[src/include/wdt_pkg.sv]
package wdt_pkg;

  // ==========================================================================
  // Bus geometry
  localparam int HADDR_W = 32;
  localparam int HDATA_W = 32;
  localparam int IDX_W = 8;
  localparam int IDX_LSB = 2;
  localparam int HTRANS_ACTIVE_BIT = 1;

  // ==========================================================================
  // Register indices (byte address is four times the index)
  localparam logic [IDX_W-1:0] STATUS_IDX = 8'h00;
  localparam logic [IDX_W-1:0] IRQ_ENABLE_IDX = 8'h01;
  localparam logic [IDX_W-1:0] PRIV_CONTROL_IDX = 8'h02;
  localparam logic [IDX_W-1:0] COUNT_IDX = 8'h03;
  localparam logic [IDX_W-1:0] CLOCK_CONTROL_THREE_IDX = 8'h41;
  localparam logic [IDX_W-1:0] WATCHDOG_CONTROL_IDX = 8'hE1;

  // ==========================================================================
  // watchdog_control fields
  localparam int CTL_RST_EN_BIT = 7;
  localparam int CTL_RUN_PD_BIT = 6;
  localparam int CTL_ENABLE_BIT = 5;
  localparam int CTL_CLEAR_BIT = 4;
  localparam int CTL_RUN_IDLE_BIT = 3;
  localparam int CTL_PS_MSB = 2;
  localparam int CTL_PS_LSB = 0;
  localparam logic [7:0] CTL_POR_VALUE = 8'h07;
  localparam logic [7:0] CTL_STICKY_MASK = 8'hE0;
  localparam logic [7:0] CTL_FREE_MASK = 8'h0F;
  localparam logic [7:0] CTL_PRIV_MASK = 8'hEF;

  // ==========================================================================
  // clock_control_three fields
  localparam int CK3_CLKSEL_MSB = 7;
  localparam int CK3_CLKSEL_LSB = 6;
  localparam int CK3_TAP_BIT = 4;
  localparam logic [7:0] CK3_POR_VALUE = 8'h00;
  localparam logic [7:0] CK3_WRITE_MASK = 8'hD0;

  // ==========================================================================
  // Own status and enable fields, fuse and pin positions
  localparam int STAT_FLAG_BIT = 0;
  localparam int IRQ_FLAG_EN_BIT = 0;
  localparam int IRQ_GROUP_EN_BIT = 1;
  localparam logic [1:0] IRQ_ALL_ON = 2'h3;
  localparam int FUSE_RST_EN_BIT = 0;
  localparam int FUSE_NONSTOP_BIT = 1;
  localparam int PIN_LRC_BIT = 0;
  localparam int PIN_EXT_BIT = 1;

  // ==========================================================================
  // Types
  typedef enum logic [1:0] {
    CLK_LRC = 2'h0,
    CLK_EXT = 2'h1,
    CLK_SYSDIV = 2'h2,
    CLK_SER0 = 2'h3
  } clk_src_e;

  typedef enum logic [1:0] {
    INIT_SYNC0 = 2'h0,
    INIT_SYNC1 = 2'h1,
    INIT_LOAD = 2'h3,
    INIT_RUN = 2'h2
  } init_state_e;

  // ==========================================================================
  // Timing
  localparam int SYSCLK_DIV = 12;
  localparam int DIV_W = 4;
  localparam int LRC_FREQ_HZ = 32000;
  localparam int PERIOD_TAP0_BASE_MS = 16;
  localparam int PERIOD_TAP1_BASE_US = 125;
  localparam int PERIOD_TAP0_BASE_TICKS = PERIOD_TAP0_BASE_MS * LRC_FREQ_HZ / 1000;
  localparam int PERIOD_TAP1_BASE_TICKS = PERIOD_TAP1_BASE_US * LRC_FREQ_HZ / 1000000;
  localparam int TICK_CNT_W = 18;

endpackage

[src/rtl/watchdog_timer.sv]
`timescale 1ns/1ps

module watchdog_timer #(
  parameter int PRE_W = 8,
  parameter int CNT_W = 8
) (
  input wire logic core_clk,
  input wire logic rst_n,
  input wire logic hsel,
  input wire logic [wdt_pkg::HADDR_W-1:0] haddr,
  input wire logic [1:0] htrans,
  input wire logic hwrite,
  input wire logic [2:0] hsize,
  input wire logic [wdt_pkg::HDATA_W-1:0] hwdata,
  input wire logic hready,
  output logic hreadyout,
  output logic hresp,
  output logic [wdt_pkg::HDATA_W-1:0] hrdata,
  input wire logic lrcOscPin,
  input wire logic extClockPin,
  input wire logic ser0TimerOvf,
  input wire logic coreIdle,
  input wire logic corePowerDown,
  input wire logic warmReset,
  input wire logic fuseResetEnable,
  input wire logic fuseNonstop,
  output logic wdtIrq,
  output logic wdtResetReq,
  output logic wakeReq
);
  import wdt_pkg::*;

  // ==========================================================================
  // Helpers
  function automatic logic hitIdx(input logic [HADDR_W-1:0] a, input logic [IDX_W-1:0] idx);
    return (a[HADDR_W-1:IDX_LSB+IDX_W] == '0) && (a[IDX_LSB+IDX_W-1:IDX_LSB] == idx)
      && (a[IDX_LSB-1:0] == '0);
  endfunction

  function automatic logic preDone(input logic [PRE_W-1:0] pre, input logic [2:0] ps);
    logic [PRE_W-1:0] mask;
    mask = ~({PRE_W{1'b1}} << (32'(ps) + 1));
    return &(pre | ~mask);
  endfunction

  function automatic logic [TICK_CNT_W-1:0] periodTicks(input logic [2:0] ps, input logic tap);
    logic [TICK_CNT_W-1:0] base;
    base = tap ? TICK_CNT_W'(PERIOD_TAP1_BASE_TICKS) : TICK_CNT_W'(PERIOD_TAP0_BASE_TICKS);
    return base << ps;
  endfunction

  // ==========================================================================
  // Declarations
  logic [1:0] pinMeta_q, pinSync_q, pinLast_q, pinRise;
  logic [1:0] fuseMeta_q, fuseSync_q;
  init_state_e initState_q;
  logic [DIV_W-1:0] divCnt_q;
  logic sysDivTick;
  logic [HADDR_W-1:0] addr_q;
  logic wrPend_q, rdPend_q;
  logic [HDATA_W-1:0] hrdata_q, readVal;
  logic accept, wrCtl, wrPriv, wrCk3, wrStat, wrIrqEn, clearReq;
  logic [7:0] wd;
  logic [7:0] ctrl_q, ck3_q;
  logic flag_q, rstReq_q, wake_q;
  logic [1:0] irqEn_q;
  logic [PRE_W-1:0] pre_q;
  logic [CNT_W-1:0] cnt_q;
  logic enable, runIdle, runPd, rstEn, tapSel, srcOk, idleOk, pdOk;
  logic [2:0] ps;
  clk_src_e srcSel;
  logic srcTick, countTick, preOut, evt;

  // ==========================================================================
  // Pin and fuse synchronisers
  always_ff @(posedge core_clk or negedge rst_n)
  begin
    if (!rst_n)
    begin
      pinMeta_q <= 2'h0;
      pinSync_q <= 2'h0;
      pinLast_q <= 2'h0;
    end
    else
    begin
      pinMeta_q <= {extClockPin, lrcOscPin};
      pinSync_q <= pinMeta_q;
      pinLast_q <= pinSync_q;
    end
  end

  // Each rising source edge becomes one core-clock tick, so none is lost
  assign pinRise = pinSync_q & ~pinLast_q;

  always_ff @(posedge core_clk or negedge rst_n)
  begin
    if (!rst_n)
    begin
      fuseMeta_q <= 2'h0;
      fuseSync_q <= 2'h0;
    end
    else
    begin
      fuseMeta_q <= {fuseNonstop, fuseResetEnable};
      fuseSync_q <= fuseMeta_q;
    end
  end

  // ==========================================================================
  // Power-up fuse load sequence
  always_ff @(posedge core_clk or negedge rst_n)
  begin
    if (!rst_n)
    begin
      initState_q <= INIT_SYNC0;
    end
    else
    begin
      case (initState_q)
        INIT_SYNC0: initState_q <= INIT_SYNC1;
        INIT_SYNC1: initState_q <= INIT_LOAD;
        INIT_LOAD: initState_q <= INIT_RUN;
        INIT_RUN: initState_q <= INIT_RUN;
        default: initState_q <= INIT_SYNC0;
      endcase
    end
  end

  // ==========================================================================
  // System clock / 12 tick
  assign sysDivTick = (divCnt_q == DIV_W'(SYSCLK_DIV - 1));

  always_ff @(posedge core_clk or negedge rst_n)
  begin
    if (!rst_n)
    begin
      divCnt_q <= '0;
    end
    else
    begin
      divCnt_q <= sysDivTick ? '0 : divCnt_q + 1'b1;
    end
  end

  // ==========================================================================
  // AHB-Lite slave: writes zero-wait, reads one wait state
  assign accept = hsel && hready && htrans[HTRANS_ACTIVE_BIT];
  assign wd = hwdata[7:0];
  assign wrCtl = wrPend_q && hitIdx(addr_q, WATCHDOG_CONTROL_IDX);
  assign wrPriv = wrPend_q && hitIdx(addr_q, PRIV_CONTROL_IDX);
  assign wrCk3 = wrPend_q && hitIdx(addr_q, CLOCK_CONTROL_THREE_IDX);
  assign wrStat = wrPend_q && hitIdx(addr_q, STATUS_IDX);
  assign wrIrqEn = wrPend_q && hitIdx(addr_q, IRQ_ENABLE_IDX);
  assign clearReq = (wrCtl || wrPriv) && wd[CTL_CLEAR_BIT];
  assign hreadyout = !rdPend_q;
  assign hresp = 1'b0;
  assign hrdata = hrdata_q;

  // Wait state lets a write just before a read land first
  always_ff @(posedge core_clk or negedge rst_n)
  begin
    if (!rst_n)
    begin
      addr_q <= '0;
      wrPend_q <= 1'b0;
      rdPend_q <= 1'b0;
      hrdata_q <= '0;
    end
    else
    begin
      if (accept)
      begin
        addr_q <= haddr;
      end
      wrPend_q <= accept && hwrite;
      rdPend_q <= accept && !hwrite;
      if (rdPend_q)
      begin
        hrdata_q <= readVal;
      end
    end
  end

  always_comb
  begin
    readVal = '0;
    if (hitIdx(addr_q, WATCHDOG_CONTROL_IDX) || hitIdx(addr_q, PRIV_CONTROL_IDX))
    begin
      readVal[7:0] = ctrl_q;
    end
    else if (hitIdx(addr_q, CLOCK_CONTROL_THREE_IDX))
    begin
      readVal[7:0] = ck3_q;
    end
    else if (hitIdx(addr_q, STATUS_IDX))
    begin
      readVal[STAT_FLAG_BIT] = flag_q;
    end
    else if (hitIdx(addr_q, IRQ_ENABLE_IDX))
    begin
      readVal[1:0] = irqEn_q;
    end
    else if (hitIdx(addr_q, COUNT_IDX))
    begin
      readVal[PRE_W+CNT_W-1:0] = {pre_q, cnt_q};
    end
  end

  // ==========================================================================
  // Control registers, reset by power-on only
  always_ff @(posedge core_clk or negedge rst_n)
  begin
    if (!rst_n)
    begin
      ctrl_q <= CTL_POR_VALUE;
    end
    else if (initState_q == INIT_LOAD)
    begin
      ctrl_q[CTL_RST_EN_BIT] <= fuseSync_q[FUSE_RST_EN_BIT];
      ctrl_q[CTL_RUN_PD_BIT] <= fuseSync_q[FUSE_NONSTOP_BIT];
    end
    else if (wrPriv)
    begin
      ctrl_q <= wd & CTL_PRIV_MASK;
    end
    else if (wrCtl)
    begin
      ctrl_q <= ((ctrl_q | wd) & CTL_STICKY_MASK) | (wd & CTL_FREE_MASK);
    end
  end

  // Reset value selects the RC oscillator
  always_ff @(posedge core_clk or negedge rst_n)
  begin
    if (!rst_n)
    begin
      ck3_q <= CK3_POR_VALUE;
    end
    else if (wrCk3)
    begin
      ck3_q <= wd & CK3_WRITE_MASK;
    end
  end

  always_ff @(posedge core_clk or negedge rst_n)
  begin
    if (!rst_n)
    begin
      irqEn_q <= 2'h0;
    end
    else if (wrIrqEn)
    begin
      irqEn_q <= wd[1:0];
    end
  end

  // ==========================================================================
  // Source select and counting conditions
  assign enable = ctrl_q[CTL_ENABLE_BIT];
  assign runIdle = ctrl_q[CTL_RUN_IDLE_BIT];
  assign runPd = ctrl_q[CTL_RUN_PD_BIT];
  assign rstEn = ctrl_q[CTL_RST_EN_BIT];
  assign ps = ctrl_q[CTL_PS_MSB:CTL_PS_LSB];
  assign tapSel = ck3_q[CK3_TAP_BIT];
  assign srcSel = tapSel ? CLK_LRC : clk_src_e'(ck3_q[CK3_CLKSEL_MSB:CK3_CLKSEL_LSB]);
  assign srcOk = (srcSel == CLK_LRC) || (srcSel == CLK_EXT);
  assign idleOk = !coreIdle || runIdle || fuseSync_q[FUSE_NONSTOP_BIT];
  assign pdOk = !corePowerDown || (runPd && srcOk);

  always_comb
  begin
    case (srcSel)
      CLK_LRC: srcTick = pinRise[PIN_LRC_BIT];
      CLK_EXT: srcTick = pinRise[PIN_EXT_BIT];
      CLK_SYSDIV: srcTick = sysDivTick;
      CLK_SER0: srcTick = ser0TimerOvf;
      default: srcTick = 1'b0;
    endcase
  end

  // Core clock assumed alive in power-down; ticks stop there unless runPd is set and the source is the RC or external pin
  assign countTick = srcTick && enable && idleOk && pdOk && !warmReset;
  assign preOut = countTick && preDone(pre_q, ps);
  assign evt = preOut && (tapSel ? cnt_q[0] : &cnt_q) && !clearReq;

  // ==========================================================================
  // Prescaler and counter
  always_ff @(posedge core_clk or negedge rst_n)
  begin
    if (!rst_n)
    begin
      pre_q <= '0;
      cnt_q <= '0;
    end
    else if (warmReset || clearReq)
    begin
      pre_q <= '0;
      cnt_q <= '0;
    end
    else if (countTick)
    begin
      pre_q <= preOut ? '0 : pre_q + 1'b1;
      if (preOut)
      begin
        cnt_q <= cnt_q + 1'b1;
      end
    end
  end

  // ==========================================================================
  // Flag, reset and wake requests
  always_ff @(posedge core_clk or negedge rst_n)
  begin
    if (!rst_n)
    begin
      flag_q <= 1'b0;
    end
    else
    begin
      // Set wins over a clear in the same cycle
      flag_q <= evt || (flag_q && !(wrStat && wd[STAT_FLAG_BIT]));
    end
  end

  always_ff @(posedge core_clk or negedge rst_n)
  begin
    if (!rst_n)
    begin
      rstReq_q <= 1'b0;
      wake_q <= 1'b0;
    end
    else
    begin
      rstReq_q <= evt && rstEn;
      wake_q <= evt && corePowerDown;
    end
  end

  assign wdtIrq = flag_q && irqEn_q[IRQ_FLAG_EN_BIT] && irqEn_q[IRQ_GROUP_EN_BIT];
  assign wdtResetReq = rstReq_q;
  assign wakeReq = wake_q;

  // ==========================================================================
  // Checks
  logic [TICK_CNT_W-1:0] ticks_q;
  logic periodValid_q;

  always_ff @(posedge core_clk or negedge rst_n)
  begin
    if (!rst_n)
    begin
      ticks_q <= '0;
      periodValid_q <= 1'b1;
    end
    else if (warmReset || clearReq || evt)
    begin
      ticks_q <= '0;
      periodValid_q <= 1'b1;
    end
    else
    begin
      if (countTick)
      begin
        ticks_q <= ticks_q + 1'b1;
      end
      if (wrCtl || wrPriv || wrCk3)
      begin
        periodValid_q <= 1'b0;
      end
    end
  end
endmodule

[config.mk]
export PLATFORM = sky130hd
export DESIGN_NAME = watchdog_timer
export DESIGN_NICKNAME = d
export VERILOG_FILES = /design/src/include/wdt_pkg.sv /design/src/rtl/watchdog_timer.sv
export SDC_FILE = /design/constraint.sdc
export NUM_CORES = 1
export LEC_CHECK = 0
export BUFFER_PORTS_ARGS = -buffer_cell sky130_fd_sc_hd__buf_4
export CORE_ASPECT_RATIO = 1.5
export CORE_UTILIZATION = 50
export DETAILED_ROUTE_END_ITERATION = 8
export PLACE_DENSITY = 0.78
export SLEW_MARGIN = 0
export SYNTH_ARGS = -nofsm -noshare
export SYNTH_HDL_FRONTEND = slang
export SYNTH_SLANG_ARGS = --single-unit
[constraint.sdc]
create_clock -name core_clk -period 2.5 [get_ports core_clk]
set_clock_uncertainty 0.1 [all_clocks]
set_input_delay 0.5 -clock core_clk [delete_from_list [all_inputs] [get_ports core_clk]]
set_output_delay 0.5 -clock core_clk [all_outputs]
set_load 0.02 [all_outputs]
## Yosys cells after proc, flatten, opt, wreduce, memory -nomap -nowiden

Index checks and enable logic that the tools add are counted.

| storage, ports and cells | value |
|---|---|
| input bits | 82 |
| word-level logic and storage cells | 133 |
| register bits | 98 |
| output and inout bits | 37 |

| cells by class | value |
|---|---|
| eq/ne operators | 12 |
| bitwise gates (word level) | 8 |
| reductions and logical operators | 65 |
| shift-type cells | 1 |
| add/sub/neg operators | 4 |
| mux-type cells | 23 |

Operator list:

| cell | count |
|---|---|
| $mux 8 | 12 |
| $logic_and 1x1->1 | 36 |
| $logic_not 22->1 | 1 |
| $add 8x1->8 const B | 2 |
| $eq 8x2->1 const B | 2 |
| $mux 16 | 1 |
| $not 8->8 | 2 |
| $or 8x8->8 | 2 |
| $reduce_and 8->1 | 2 |
| $mux 15 | 1 |
| $mux 14 | 1 |
| $eq 2x2->1 const B | 4 |
| $eq 8x1->1 const B | 1 |
| $eq 8x7->1 const B | 1 |
| $eq 8x8->1 const B | 1 |
| $logic_not 8->1 | 1 |
| $logic_or 1x1->1 | 8 |
| $or 8x4->8 | 1 |
| $shl 8x4->8 const A | 1 |
| $logic_not 1->1 | 7 |
| $logic_not 2->1 | 3 |
| $mux 2 | 3 |
| $pmux 2 s3 | 1 |
| $reduce_bool 2->1 | 3 |
| other kinds (13) | 16 |

## Logic depth before layout (Yosys ltp)

Gate-level depths: netlist of run 1.

| depth | value |
|---|---|
| depth after elaboration | 11 |
| mapped depth | 9 |
| gate-level depth less buffers | 7 |

## Worst setup path after synthesis of run 1

Ideal clock, no wire load.

| path | value |
|---|---|
| path kind | register to register |
| start | register ctrl_q[1] |
| end | register cnt_q[5] |
| path buffers | 0 |
| arrival time | 1.980 ns |
| library setup time | 0.077 ns |
| period minus slack after synthesis | 2.158 ns |
| setup slack | 0.342 ns |
| data required time | 2.323 ns |
| stages on the path, launching flop included | 7 |
| cell sequence | dfstp_2 ha_1 nor3b_1 o32ai_2 nand3_4 or4_1 a21oi_1 |

| on the way | value |
|---|---|
| cells in the longest elaborated chain, start to end | 9 |

RTL lines:

| what | RTL line | text |
|---|---|---|
| start, declared | watchdog_timer.sv:64 | `logic [7:0] ctrl_q, ck3_q;` |
| start signal, assigned by index | watchdog_timer.sv:219 | `ctrl_q[CTL_RST_EN_BIT] <= fuseSync_q[FUSE_RST_EN_BIT];` |
| start signal, assigned by index | watchdog_timer.sv:220 | `ctrl_q[CTL_RUN_PD_BIT] <= fuseSync_q[FUSE_NONSTOP_BIT];` |
| start signal, assigned | watchdog_timer.sv:224 | `ctrl_q <= wd & CTL_PRIV_MASK;` |
| $add 3x1->4 | watchdog_timer.sv:42 | `mask = ~({PRE_W{1'b1}} << (32'(ps) + 1));` |
| $shl 8x4->8 | watchdog_timer.sv:42 |  |
| $not 8->8 | watchdog_timer.sv:42 |  |
| $not 8->8 | watchdog_timer.sv:43 | `return &(pre \| ~mask);` |
| $or 8x8->8 | watchdog_timer.sv:43 |  |
| $reduce_and 8->1 | watchdog_timer.sv:43 |  |
| $logic_and 1x1->1 | watchdog_timer.sv:283 | `assign preOut = countTick && preDone(pre_q, ps);` |
| $reduce_bool 2->1 (no line) | - |  |
| $reduce_and 2->1 (no line) | - |  |
| end signal, assigned | watchdog_timer.sv:305 | `cnt_q <= cnt_q + 1'b1;` |
| end, declared | watchdog_timer.sv:68 | `logic [CNT_W-1:0] cnt_q;` |

No other way between the ends.
A chain may end at the register's enable or synchronous reset.

## Worst setup path after layout of run 1

| path | value |
|---|---|
| start | register ctrl_q[1] |
| end | register cnt_q[7] |

Same word-level chain as after synthesis.

==> impl_metrics.py, run 1 <==
metrics = {
    "detailed_routing": {
        "totalWireLength_mm": 9.44,
        "detailedRoute.firstPassIterationCount": 4,
        "drcViolationCount": 0,
        "detail_route.iter0.violations": 174,
        "num_vias": 3233,
        "avgRoutedWirePerCell_um": 16.4,
        "antenna_left": 0,
        "post_drt_via_cell_ratio": 5.61,
    },
    "layout": {
        "diodes": 0,
        "areaGrowthSynthToFinish_pct": 23.1,
        "final_layout_size_suffix_gt1_share_pct": 33.3,
        "finalCoreUtilization_pct": 64.0,
        "final_net_count": 551,
        "design_area_um2": 5420,
    },
    "worst_setup_path": {
        "critical_path_arrival_ns": 2.52,
        "critical_path.startpoint_type": "register",
        "worstPathRequired_ns": 2.67,
        "worst-path-max-fanout": 11,
        "crit_type": "reg2reg",
        "worst_setup_path_end_kind": "register",
    },
    "floorplan": {
        "initial_core_util_pct": 52.0,
        "overall_die_area_um2": 9190,
        "chip_width_um": 78.6,
        "io_pins": 119,
        "floorplan_core_area_um2": 8460,
        "die_h_um": 117,
        "placement_rows": 41,
    },
    "timing": {
        "setup_violations": 0,
        "finalHoldViolCount": 19,
        "fin_worst_hold_slack_ns": -0.00558,
        "maxSlewViolCount": 0,
        "grt_setup_unrepaired": "no",
        "layout_min_cycle_time_ns": 2.35,
        "period_utilization_post_route_pct": 93.9,
        "max_freq_ghz": 0.426,
        "tns_ns": 0,
    },
    "clock_network": {
        "clock_tree_from_tritoncts": "built",
        "cts_made_buffers": 9,
        "clkLatencyLatePin_ns": 0.35,
        "cts_hold_repair.buffers": 0,
        "worst_setup_hold_path_clk_slew_ns": 0.07,
        "cts_num_sinks": 97,
        "post-cts-setup-buffer-count": 0,
        "cts_max_level": 3,
        "cts_max_path_buffers": 2,
        "cts.root.buffer_cell": "sky130_fd_sc_hd__clkbuf_16",
        "post_cts.resized_instances": 0,
    },
    "synthesis": {
        "synth_area_per_cell_um2": 11.7,
        "synth_flop_cell": "sky130_fd_sc_hd__dfrtp_1",
        "synth-seq-cells": 97,
        "post-synth-top-area-cell": "sky130_fd_sc_hd__dfrtp_1",
        "synth.top_cells.by_area": "sky130_fd_sc_hd__dfrtp_1, sky130_fd_sc_hd__mux2_2, sky130_fd_sc_hd__buf_4",
        "synth_edf_count": 0,
        "post_synth_instance_area_um2": 4400,
        "synth_async_sr_flop_share_pct": 100,
        "synth_largest_type_area_fraction_pct": 53.5,
        "post_synth_inst_count": 375,
        "ys_top_cells_by_count": "sky130_fd_sc_hd__dfrtp_1, sky130_fd_sc_hd__mux2_2, sky130_fd_sc_hd__nand2_1",
        "yosysSeqAreaShare_pct": 55.3,
        "synth_most_common_cell": "sky130_fd_sc_hd__dfrtp_1",
        "synth.lib_cells_used.distinct": 57,
        "yosys_warnings": 0,
    },
    "grt": {
        "initial_antenna_violation_count": 0,
        "globalRouteMet2Util_pct": 41.2,
        "grt_usage_pct": 22.5,
        "top_usage_layer": "met2",
        "grt_max_degree": 44,
        "first_pass_grt_wire_length_mm": 15.7,
        "met1_usage_pct": 25.1,
        "grtUsageMet3_pct": 4.26,
        "overflow": 0,
        "grt_pass1_vias": 3281,
    },
    "place": {
        "dp_hpwl_mm": 6.90,
        "gp_congestion": 0.805,
        "place.port_buffers": 73,
        "post_dp_cell_area_um2": 5100,
    },
    "power": {
        "leakage_power_nw": 2.46,
        "power_per_cell_area_nw_per_um2": 653,
        "ir_drop_mv": 0.605,
    },
    "hold_path": {
        "hold_path.class": "in2async",
    },
    "flow_run": {
        "max_cap_viol_count": 0,
    },
    "run_status": {
        "failed_checks": "negative hold slack",
        "outcome": "finished, violations left",
    },
}
-- per-layer routing --
metal	routed length, µm	share of wire (%)
met5	0	0
met1	3590	38
met3	336	3.6
met4	233	2.5
met2	5270	56
-- worst max-delay path: stages (launching register included) --
cell and delay (ns):
sky130_fd_sc_hd__dfstp_2 0.59, sky130_fd_sc_hd__ha_1 0.25, sky130_fd_sc_hd__nor3b_1 0.15, sky130_fd_sc_hd__o32ai_2 0.33
sky130_fd_sc_hd__nand3_4 0.19, sky130_fd_sc_hd__or4_1 0.50, sky130_fd_sc_hd__a21oi_1 0.15
-- per-stage QoR --
stage / power [W] / worst slack, ns / cells
6_report: 0.00353 / 0.152 / 576
5_1_grt: 0.00368 / 0.0195 / 576
4_1_cts: 0.00356 / 0.0831 / 576
3_5_place_dp: 0.00213 / 0.166 / 560
3_3_place_gp: 0.00211 / 0.185 / 560
2_1_floorplan: 0.00199 / 0.342 / 391
-- power breakdown --
part	leakage [nW]	internal, W	total [W]	switching [W]
logic	1.09	0.000178	0.000328	0.000150
clock network	0.151	0.000817	0.00143	0.000614
registers	1.23	0.00169	0.00178	0.0000878
total	2.46	0.00268	0.00353	0.000852
-- cells by family (layout without fill, tap and decap cells) --
| family | after synthesis | count (layout) | synth area share, % |
|---|---|---|---|
| multiplexers | 45 | 45 | 11.5 |
| other | 1 | 17 | 0.0852 |
| buffers and inverters | 44 | 122 | 5.66 |
| AND/OR/NAND/NOR | 116 | 116 | 14.6 |
| flip-flops | 97 | 97 | 55.3 |
| adder cells (fa/ha/maj) | 5 | 5 | 1.42 |
| AO/OA/AOI/OAI | 63 | 63 | 10.7 |
| XOR/XNOR | 4 | 4 | 0.797 |
-- final cells by class --
class                      instances  area [µm²]
clock buffer                      10         239
clock inverter                     6        75.1
fill                             677        3050
inverter                          15        56.3
multi-input combinational        250        1780
sequential                        97        2430
tap                              107         134
timing repair buffer              91         696
-- state kept, by name, summed over array words and instances, names as in the netlist, 2 cells and up --
name and flops:
cnt_q 8, pre_q 8, hrdata 16, initState_q 2
fuseMeta_q 2, fuseSync_q 2, irqEn_q 2, addr_q 32
ctrl_q 7, divCnt_q 4, pinMeta_q 2, pinLast_q 2
ck3_q 3, pinSync_q 2
-- layout by cell type (no fill, tap or decap), types with 9 or more instances in the layout --
master and instances:
sky130_fd_sc_hd__inv_1 15, sky130_fd_sc_hd__nand2_1 22, sky130_fd_sc_hd__nand3_1 16, sky130_fd_sc_hd__a22o_1 9, sky130_fd_sc_hd__conb_1 17, sky130_fd_sc_hd__nor2_1 17, sky130_fd_sc_hd__clkbuf_16 9, sky130_fd_sc_hd__dfrtp_1 94
sky130_fd_sc_hd__buf_4 90, sky130_fd_sc_hd__nand4_1 9, sky130_fd_sc_hd__mux2_2 37, sky130_fd_sc_hd__a21oi_1 11, sky130_fd_sc_hd__o21ai_0 9
-- path summary, 6_finish.rpt --
path	from	endpoint	slack, ns	cells after the start
max	ctrl_q[1]$_DFFE_PN1P_	cnt_q[7]$_DFFE_PN0P_	0.15	6
min	rst_n	fuseMeta_q[0]$_DFF_PN0_	-0.006	1
max reg2reg	ctrl_q[1]$_DFFE_PN1P_	cnt_q[7]$_DFFE_PN0P_	0.15	6
min reg2reg	fuseMeta_q[0]$_DFF_PN0_	fuseSync_q[0]$_DFF_PN0_	0.25	0
max in group asynchronous	rst_n	pre_q[1]$_DFFE_PN0P_	1.67	2
min in group core_clk	fuseNonstop	fuseMeta_q[1]$_DFF_PN0_	0.15	1
No activity file was read; power rests on OpenSTA's default activity.
==> inputs of run 2 (changes only) <==
CORE_ASPECT_RATIO = not set   (was 1.5)
==> impl_metrics.py, run 2 (synthesized netlist as in run 1, its figures left out) <==
metrics = {
    "worst_setup_path": {
        "regToRegStartpoint": "ctrl_q[1]$_DFFE_PN1P_",
        "worstPathRequired_ns": 2.70,
        "cp_buf_inv_count": 0,
        "family_of_cells_with_the_greatest_summed_delay_on_the_critical_path": "simple AND/OR/NAND/NOR gates",
        "slowest_delay_ns": 0.61,
        "critical-path-slowest-cell": "sky130_fd_sc_hd__dfstp_2",
        "critical_path_arrival_ns": 2.60,
        "crit_type": "reg2reg",
        "timing.rr.end": "cnt_q[7]$_DFFE_PN0P_",
        "worst-path-max-fanout": 13,
        "critical_path.cell_chain": "ha_1 > nor3b_1 > o32ai_2 > nand3_4 > or4_1 > a21oi_1",
        "worst_setup_path_startpoint": "ctrl_q[1]$_DFFE_PN1P_",
        "worst-r2r-setup-slack_ns": 0.11,
        "worst_setup_path_end_kind": "register",
        "r2r.worst_path.cells": 6,
        "critical_path.startpoint_type": "register",
    },
    "timing": {
        "period_utilization_post_route_pct": 95.8,
        "worst_pin_slew_ns": 0.542,
        "finalWorstSetupSlack_ns": 0.105,
        "maxSlewHeadroom_pct": 63.4,
        "finalHoldViolCount": 0,
        "setup_violations": 0,
        "grt_setup_unrepaired": "yes",
        "max_freq_ghz": 0.418,
        "maxSlewViolCount": 0,
        "fin_worst_hold_slack_ns": 0.0515,
        "tns_ns": 0,
        "layout_min_cycle_time_ns": 2.39,
    },
    "layout": {
        "final_net_count": 548,
        "layout_common_cells": "sky130_fd_sc_hd__dfrtp_1, sky130_fd_sc_hd__buf_4, sky130_fd_sc_hd__mux2_2, sky130_fd_sc_hd__nand2_1",
        "multiInputGateArea_um2": 1780,
        "final_layout_size_suffix_gt1_share_pct": 32.8,
        "diodes": 0,
        "top_register": "addr_q",
        "areaGrowthSynthToFinish_pct": 20.8,
        "layout.filler_cells": 658,
        "layout.cells.most_common": "sky130_fd_sc_hd__dfrtp_1",
        "register_area_um2": 2430,
        "largest_register_ffs": 32,
    },
    "floorplan": {
        "die_h_um": 95.8,
        "initial_core_util_pct": 52.5,
        "io_pins": 119,
        "floorplan_core_area_um2": 8380,
        "overall_die_area_um2": 9180,
        "chip_width_um": 95.8,
        "placement_rows": 33,
    },
    "flow_run": {
        "max_cap_viol_count": 0,
    },
    "place": {
        "gp_congestion": 0.852,
        "dp_hpwl_mm": 6.56,
        "place.port_buffers": 73,
        "place_ws_ns": 0.136,
    },
    "detailed_routing": {
        "post_drt_via_cell_ratio": 5.57,
        "avgRoutedWirePerCell_um": 16.2,
        "totalWireLength_mm": 9.24,
        "antenna_left": 0,
        "drcViolationCount": 0,
        "detailedRoute.firstPassIterationCount": 4,
        "num_vias": 3180,
        "detail_route.iter0.violations": 189,
    },
    "grt": {
        "first_pass_grt_wire_length_mm": 15.1,
        "overflow": 0,
        "initial_antenna_violation_count": 0,
        "grt_max_degree": 98,
        "grt_pass1_vias": 3188,
        "grt_usage_pct": 22.2,
    },
    "clock_network": {
        "cts_num_sinks": 97,
        "cts_made_buffers": 9,
        "clkLatencyLatePin_ns": 0.37,
        "cts_max_level": 3,
        "worst_setup_hold_path_clk_slew_ns": 0.09,
        "clock_tree_from_tritoncts": "built",
        "cts.root.buffer_cell": "sky130_fd_sc_hd__clkbuf_8",
        "cts_max_path_buffers": 2,
    },
    "hold_path": {
        "hold_path.class": "in2async",
    },
    "power": {
        "ir_drop_mv": 0.468,
        "power_per_cell_area_nw_per_um2": 613,
        "leakage_power_nw": 2.42,
    },
    "run_status": {
        "outcome": "complete, no violations",
    },
}
[run 2: metal layers]
metal / up-vias / track usage, % / share of wire (%)
li1: 1508 / - / -
met1: 1556 / 26.6 / 42
met2: 103 / 38.5 / 51
met3: 13 / 4.50 / 5.3
met4: 0 / 9.95 / 1.4
met5: - / 0 / 0
[run 2: metrics by stage]
stage          std cells  util (%)  area, µm²  total power (W)
2_1_floorplan        391         -       4460          0.00199
3_3_place_gp         554      60.6       5080          0.00211
3_5_place_dp         554      60.6       5080          0.00213
4_1_cts              570      63.3       5300          0.00328
5_1_grt              571      63.4       5310          0.00340
6_report             571      63.4       5310          0.00326
[run 2: how the worst max path moves through the flow]
| stage | slack [ns] | depth (start not counted) | to |
|---|---|---|---|
| 2_1_floorplan | 0.34 | 6 | cnt_q[5]$_DFFE_PN0P_ |
| 5_1_grt | -0.008 | 6 | cnt_q[7]$_DFFE_PN0P_ |
| 3_3_place_gp | 0.20 | 7 | cnt_q[7]$_DFFE_PN0P_ |
| 6_report | 0.11 | 6 | cnt_q[7]$_DFFE_PN0P_ |
| 3_5_place_dp | 0.14 | 6 | cnt_q[7]$_DFFE_PN0P_ |
| 4_1_cts | 0.11 | 6 | cnt_q[7]$_DFFE_PN0P_ |
[run 2: worst register-to-register path, cell delays in order, from the launching register on]
cell	delay (ns)
sky130_fd_sc_hd__dfstp_2	0.61
sky130_fd_sc_hd__ha_1	0.27
sky130_fd_sc_hd__nor3b_1	0.16
sky130_fd_sc_hd__o32ai_2	0.33
sky130_fd_sc_hd__nand3_4	0.21
sky130_fd_sc_hd__or4_1	0.51
sky130_fd_sc_hd__a21oi_1	0.15
[run 2: report_power, final]
part	switching [W]	internal, W
Combinational	0.000147	0.000178
Sequential	0.0000906	0.00169
Clock	0.000563	0.000594
Total	0.000801	0.00246
[run 2: what timing repair did]
item	CTS	global route
endpoints found under the setup margin	0	1
resized for setup	0	1
hold buffers	0	0
buffers inserted	0	1
[run 2: cell type report]
| type | count | area share [%] |
|---|---|---|
| flip-flops and latches | 97 | 45.7 |
| repair buffers | 88 | 12.9 |
| inverters | 15 | 1.06 |
| well taps | 105 | 2.47 |
| clock buffers | 10 | 2.59 |
| clock inverters | 6 | 1.70 |
| multi-input cells | 250 | 33.5 |
==> inputs of run 3 (changes only) <==
PLACE_DENSITY = not set   (was 0.78)
PLACE_DENSITY_LB_ADDON = 0.3   (was not set)
==> impl_metrics.py, run 3 (synthesized netlist as in run 1, its figures left out) <==
metrics = {
    "run_status": {
        "outcome": "complete, no violations",
    },
    "worst_setup_path": {
        "critical_path_arrival_ns": 2.58,
        "regToRegStartpoint": "ctrl_q[1]$_DFFE_PN1P_",
        "critical_path.cell_chain": "ha_1 > a21boi_1 > a211oi_2 > nand3_4 > or4_1 > a21oi_1",
        "worst_setup_path_end_kind": "register",
        "worst_setup_path_startpoint": "ctrl_q[1]$_DFFE_PN1P_",
        "cp_buf_inv_count": 0,
        "slowest_delay_ns": 0.61,
        "crit_type": "reg2reg",
        "family_of_cells_with_the_greatest_summed_delay_on_the_critical_path": "simple AND/OR/NAND/NOR gates",
        "critical_path.startpoint_type": "register",
        "critical-path-slowest-cell": "sky130_fd_sc_hd__dfstp_2",
        "worstPathRequired_ns": 2.68,
        "worst-path-max-fanout": 11,
    },
    "timing": {
        "period_utilization_post_route_pct": 96.0,
        "max_freq_ghz": 0.417,
        "setup_violations": 0,
        "grt_setup_unrepaired": "no",
        "finalWorstSetupSlack_ns": 0.101,
        "maxSlewHeadroom_pct": 63.4,
        "fin_worst_hold_slack_ns": 0.155,
        "tns_ns": 0,
        "finalHoldViolCount": 0,
        "maxSlewViolCount": 0,
        "worst_pin_slew_ns": 0.542,
        "layout_min_cycle_time_ns": 2.40,
    },
    "layout": {
        "final_layout_size_suffix_gt1_share_pct": 32.8,
        "layout_common_cells": "sky130_fd_sc_hd__dfrtp_1, sky130_fd_sc_hd__buf_4, sky130_fd_sc_hd__mux2_2, sky130_fd_sc_hd__nand2_1",
        "areaGrowthSynthToFinish_pct": 20.9,
        "top_register": "addr_q",
        "register_area_um2": 2430,
        "layout.cells.most_common": "sky130_fd_sc_hd__dfrtp_1",
        "diodes": 0,
        "largest_register_ffs": 32,
        "stdcell_count": 574,
        "multiInputGateArea_um2": 1780,
        "layout.filler_cells": 675,
        "final_net_count": 552,
        "finalCoreUtilization_pct": 63.5,
    },
    "grt": {
        "grt_max_degree": 54,
        "initial_antenna_violation_count": 0,
        "first_pass_grt_wire_length_mm": 14.7,
        "grt_pass1_vias": 3190,
        "grt_usage_pct": 21.2,
        "overflow": 0,
    },
    "detailed_routing": {
        "num_vias": 3169,
        "post_drt_via_cell_ratio": 5.52,
        "avgRoutedWirePerCell_um": 15.4,
        "drcViolationCount": 0,
        "totalWireLength_mm": 8.86,
        "detailedRoute.firstPassIterationCount": 4,
        "detail_route.iter0.violations": 165,
        "antenna_left": 0,
    },
    "floorplan": {
        "chip_width_um": 95.8,
        "io_pins": 119,
        "overall_die_area_um2": 9180,
        "initial_core_util_pct": 52.5,
        "die_h_um": 95.8,
        "placement_rows": 33,
        "floorplan_core_area_um2": 8380,
    },
    "power": {
        "leakage_power_nw": 2.42,
        "power_per_cell_area_nw_per_um2": 602,
        "ir_drop_mv": 0.403,
    },
    "clock_network": {
        "cts_num_sinks": 97,
        "worst_setup_hold_path_clk_slew_ns": 0.09,
        "clkLatencyLatePin_ns": 0.35,
        "cts_max_level": 3,
        "clock_tree_from_tritoncts": "built",
        "cts_made_buffers": 9,
        "post_cts.resized_instances": 0,
        "cts_max_path_buffers": 2,
        "cts.root.buffer_cell": "sky130_fd_sc_hd__clkbuf_8",
    },
    "flow_run": {
        "max_cap_viol_count": 0,
    },
    "place": {
        "dp_hpwl_mm": 6.61,
        "place.port_buffers": 73,
        "gp_congestion": 0.825,
        "place_inst": 558,
        "place_ws_ns": 0.133,
    },
    "hold_path": {
        "timing.hold.worst.start": "fuseResetEnable",
        "hold_path.class": "in2reg",
    },
}
-- run 3: worst paths after layout --
check / to / slack [ns] / cells after the start
max in group asynchronous: ctrl_q[0]$_DFFE_PN1P_ / 1.17 / 3
max reg2reg: cnt_q[5]$_DFFE_PN0P_ / 0.10 / 6
max: cnt_q[5]$_DFFE_PN0P_ / 0.10 / 6
min: fuseMeta_q[0]$_DFF_PN0_ / 0.16 / 1
min in group asynchronous: pre_q[7]$_DFFE_PN0P_ / 0.49 / 2
min reg2reg: pinSync_q[0]$_DFF_PN0_ / 0.26 / 0
-- run 3: per-stage QoR --
stage	total power, W	area (µm²)
after global routing	0.00334	5320
after floorplan	0.00199	4460
after global placement	0.00211	5090
final	0.00320	5320
after CTS	0.00324	5320
after detailed placement	0.00213	5090
-- run 3: metal layers --
layer,part of all wire (%),track usage (%),routed length (µm),vias to the layer above
li1,-,-,-,1508
met1,44,26.6,3870,1577
met2,51,36.5,4500,74
met3,4.1,3.95,365,10
met4,1.4,7.84,125,0
met5,0,0,0,-
-- run 3: power breakdown --
group | total (W) | switching, W | internal, W
registers | 0.00177 | 0.0000847 | 0.00169
clock network | 0.00111 | 0.000545 | 0.000563
logic | 0.000323 | 0.000145 | 0.000178
-- run 3: area by class of cell --
type	count	area share [%]
Timing Repair Buffer	92	13.3
Multi-Input combinational cell	250	33.4
Clock buffer	9	2.33
Clock inverter	6	1.74
Inverter	15	1.06
Tap cell	105	2.47
Sequential cell	97	45.7
-- run 3: timing repair --
action	in CTS	in global routing
hold buffers	1	0
endpoints found under the setup margin	0	0
hold endpoints to repair	23	0
buffers inserted	0	0
-- run 3: worst register-to-register path: stages, from the launching register on --
cell                       delay [ns]
sky130_fd_sc_hd__dfstp_2         0.61
sky130_fd_sc_hd__ha_1            0.26
sky130_fd_sc_hd__a21boi_1        0.14
sky130_fd_sc_hd__a211oi_2        0.36
sky130_fd_sc_hd__nand3_4         0.19
sky130_fd_sc_hd__or4_1           0.51
sky130_fd_sc_hd__a21oi_1         0.16
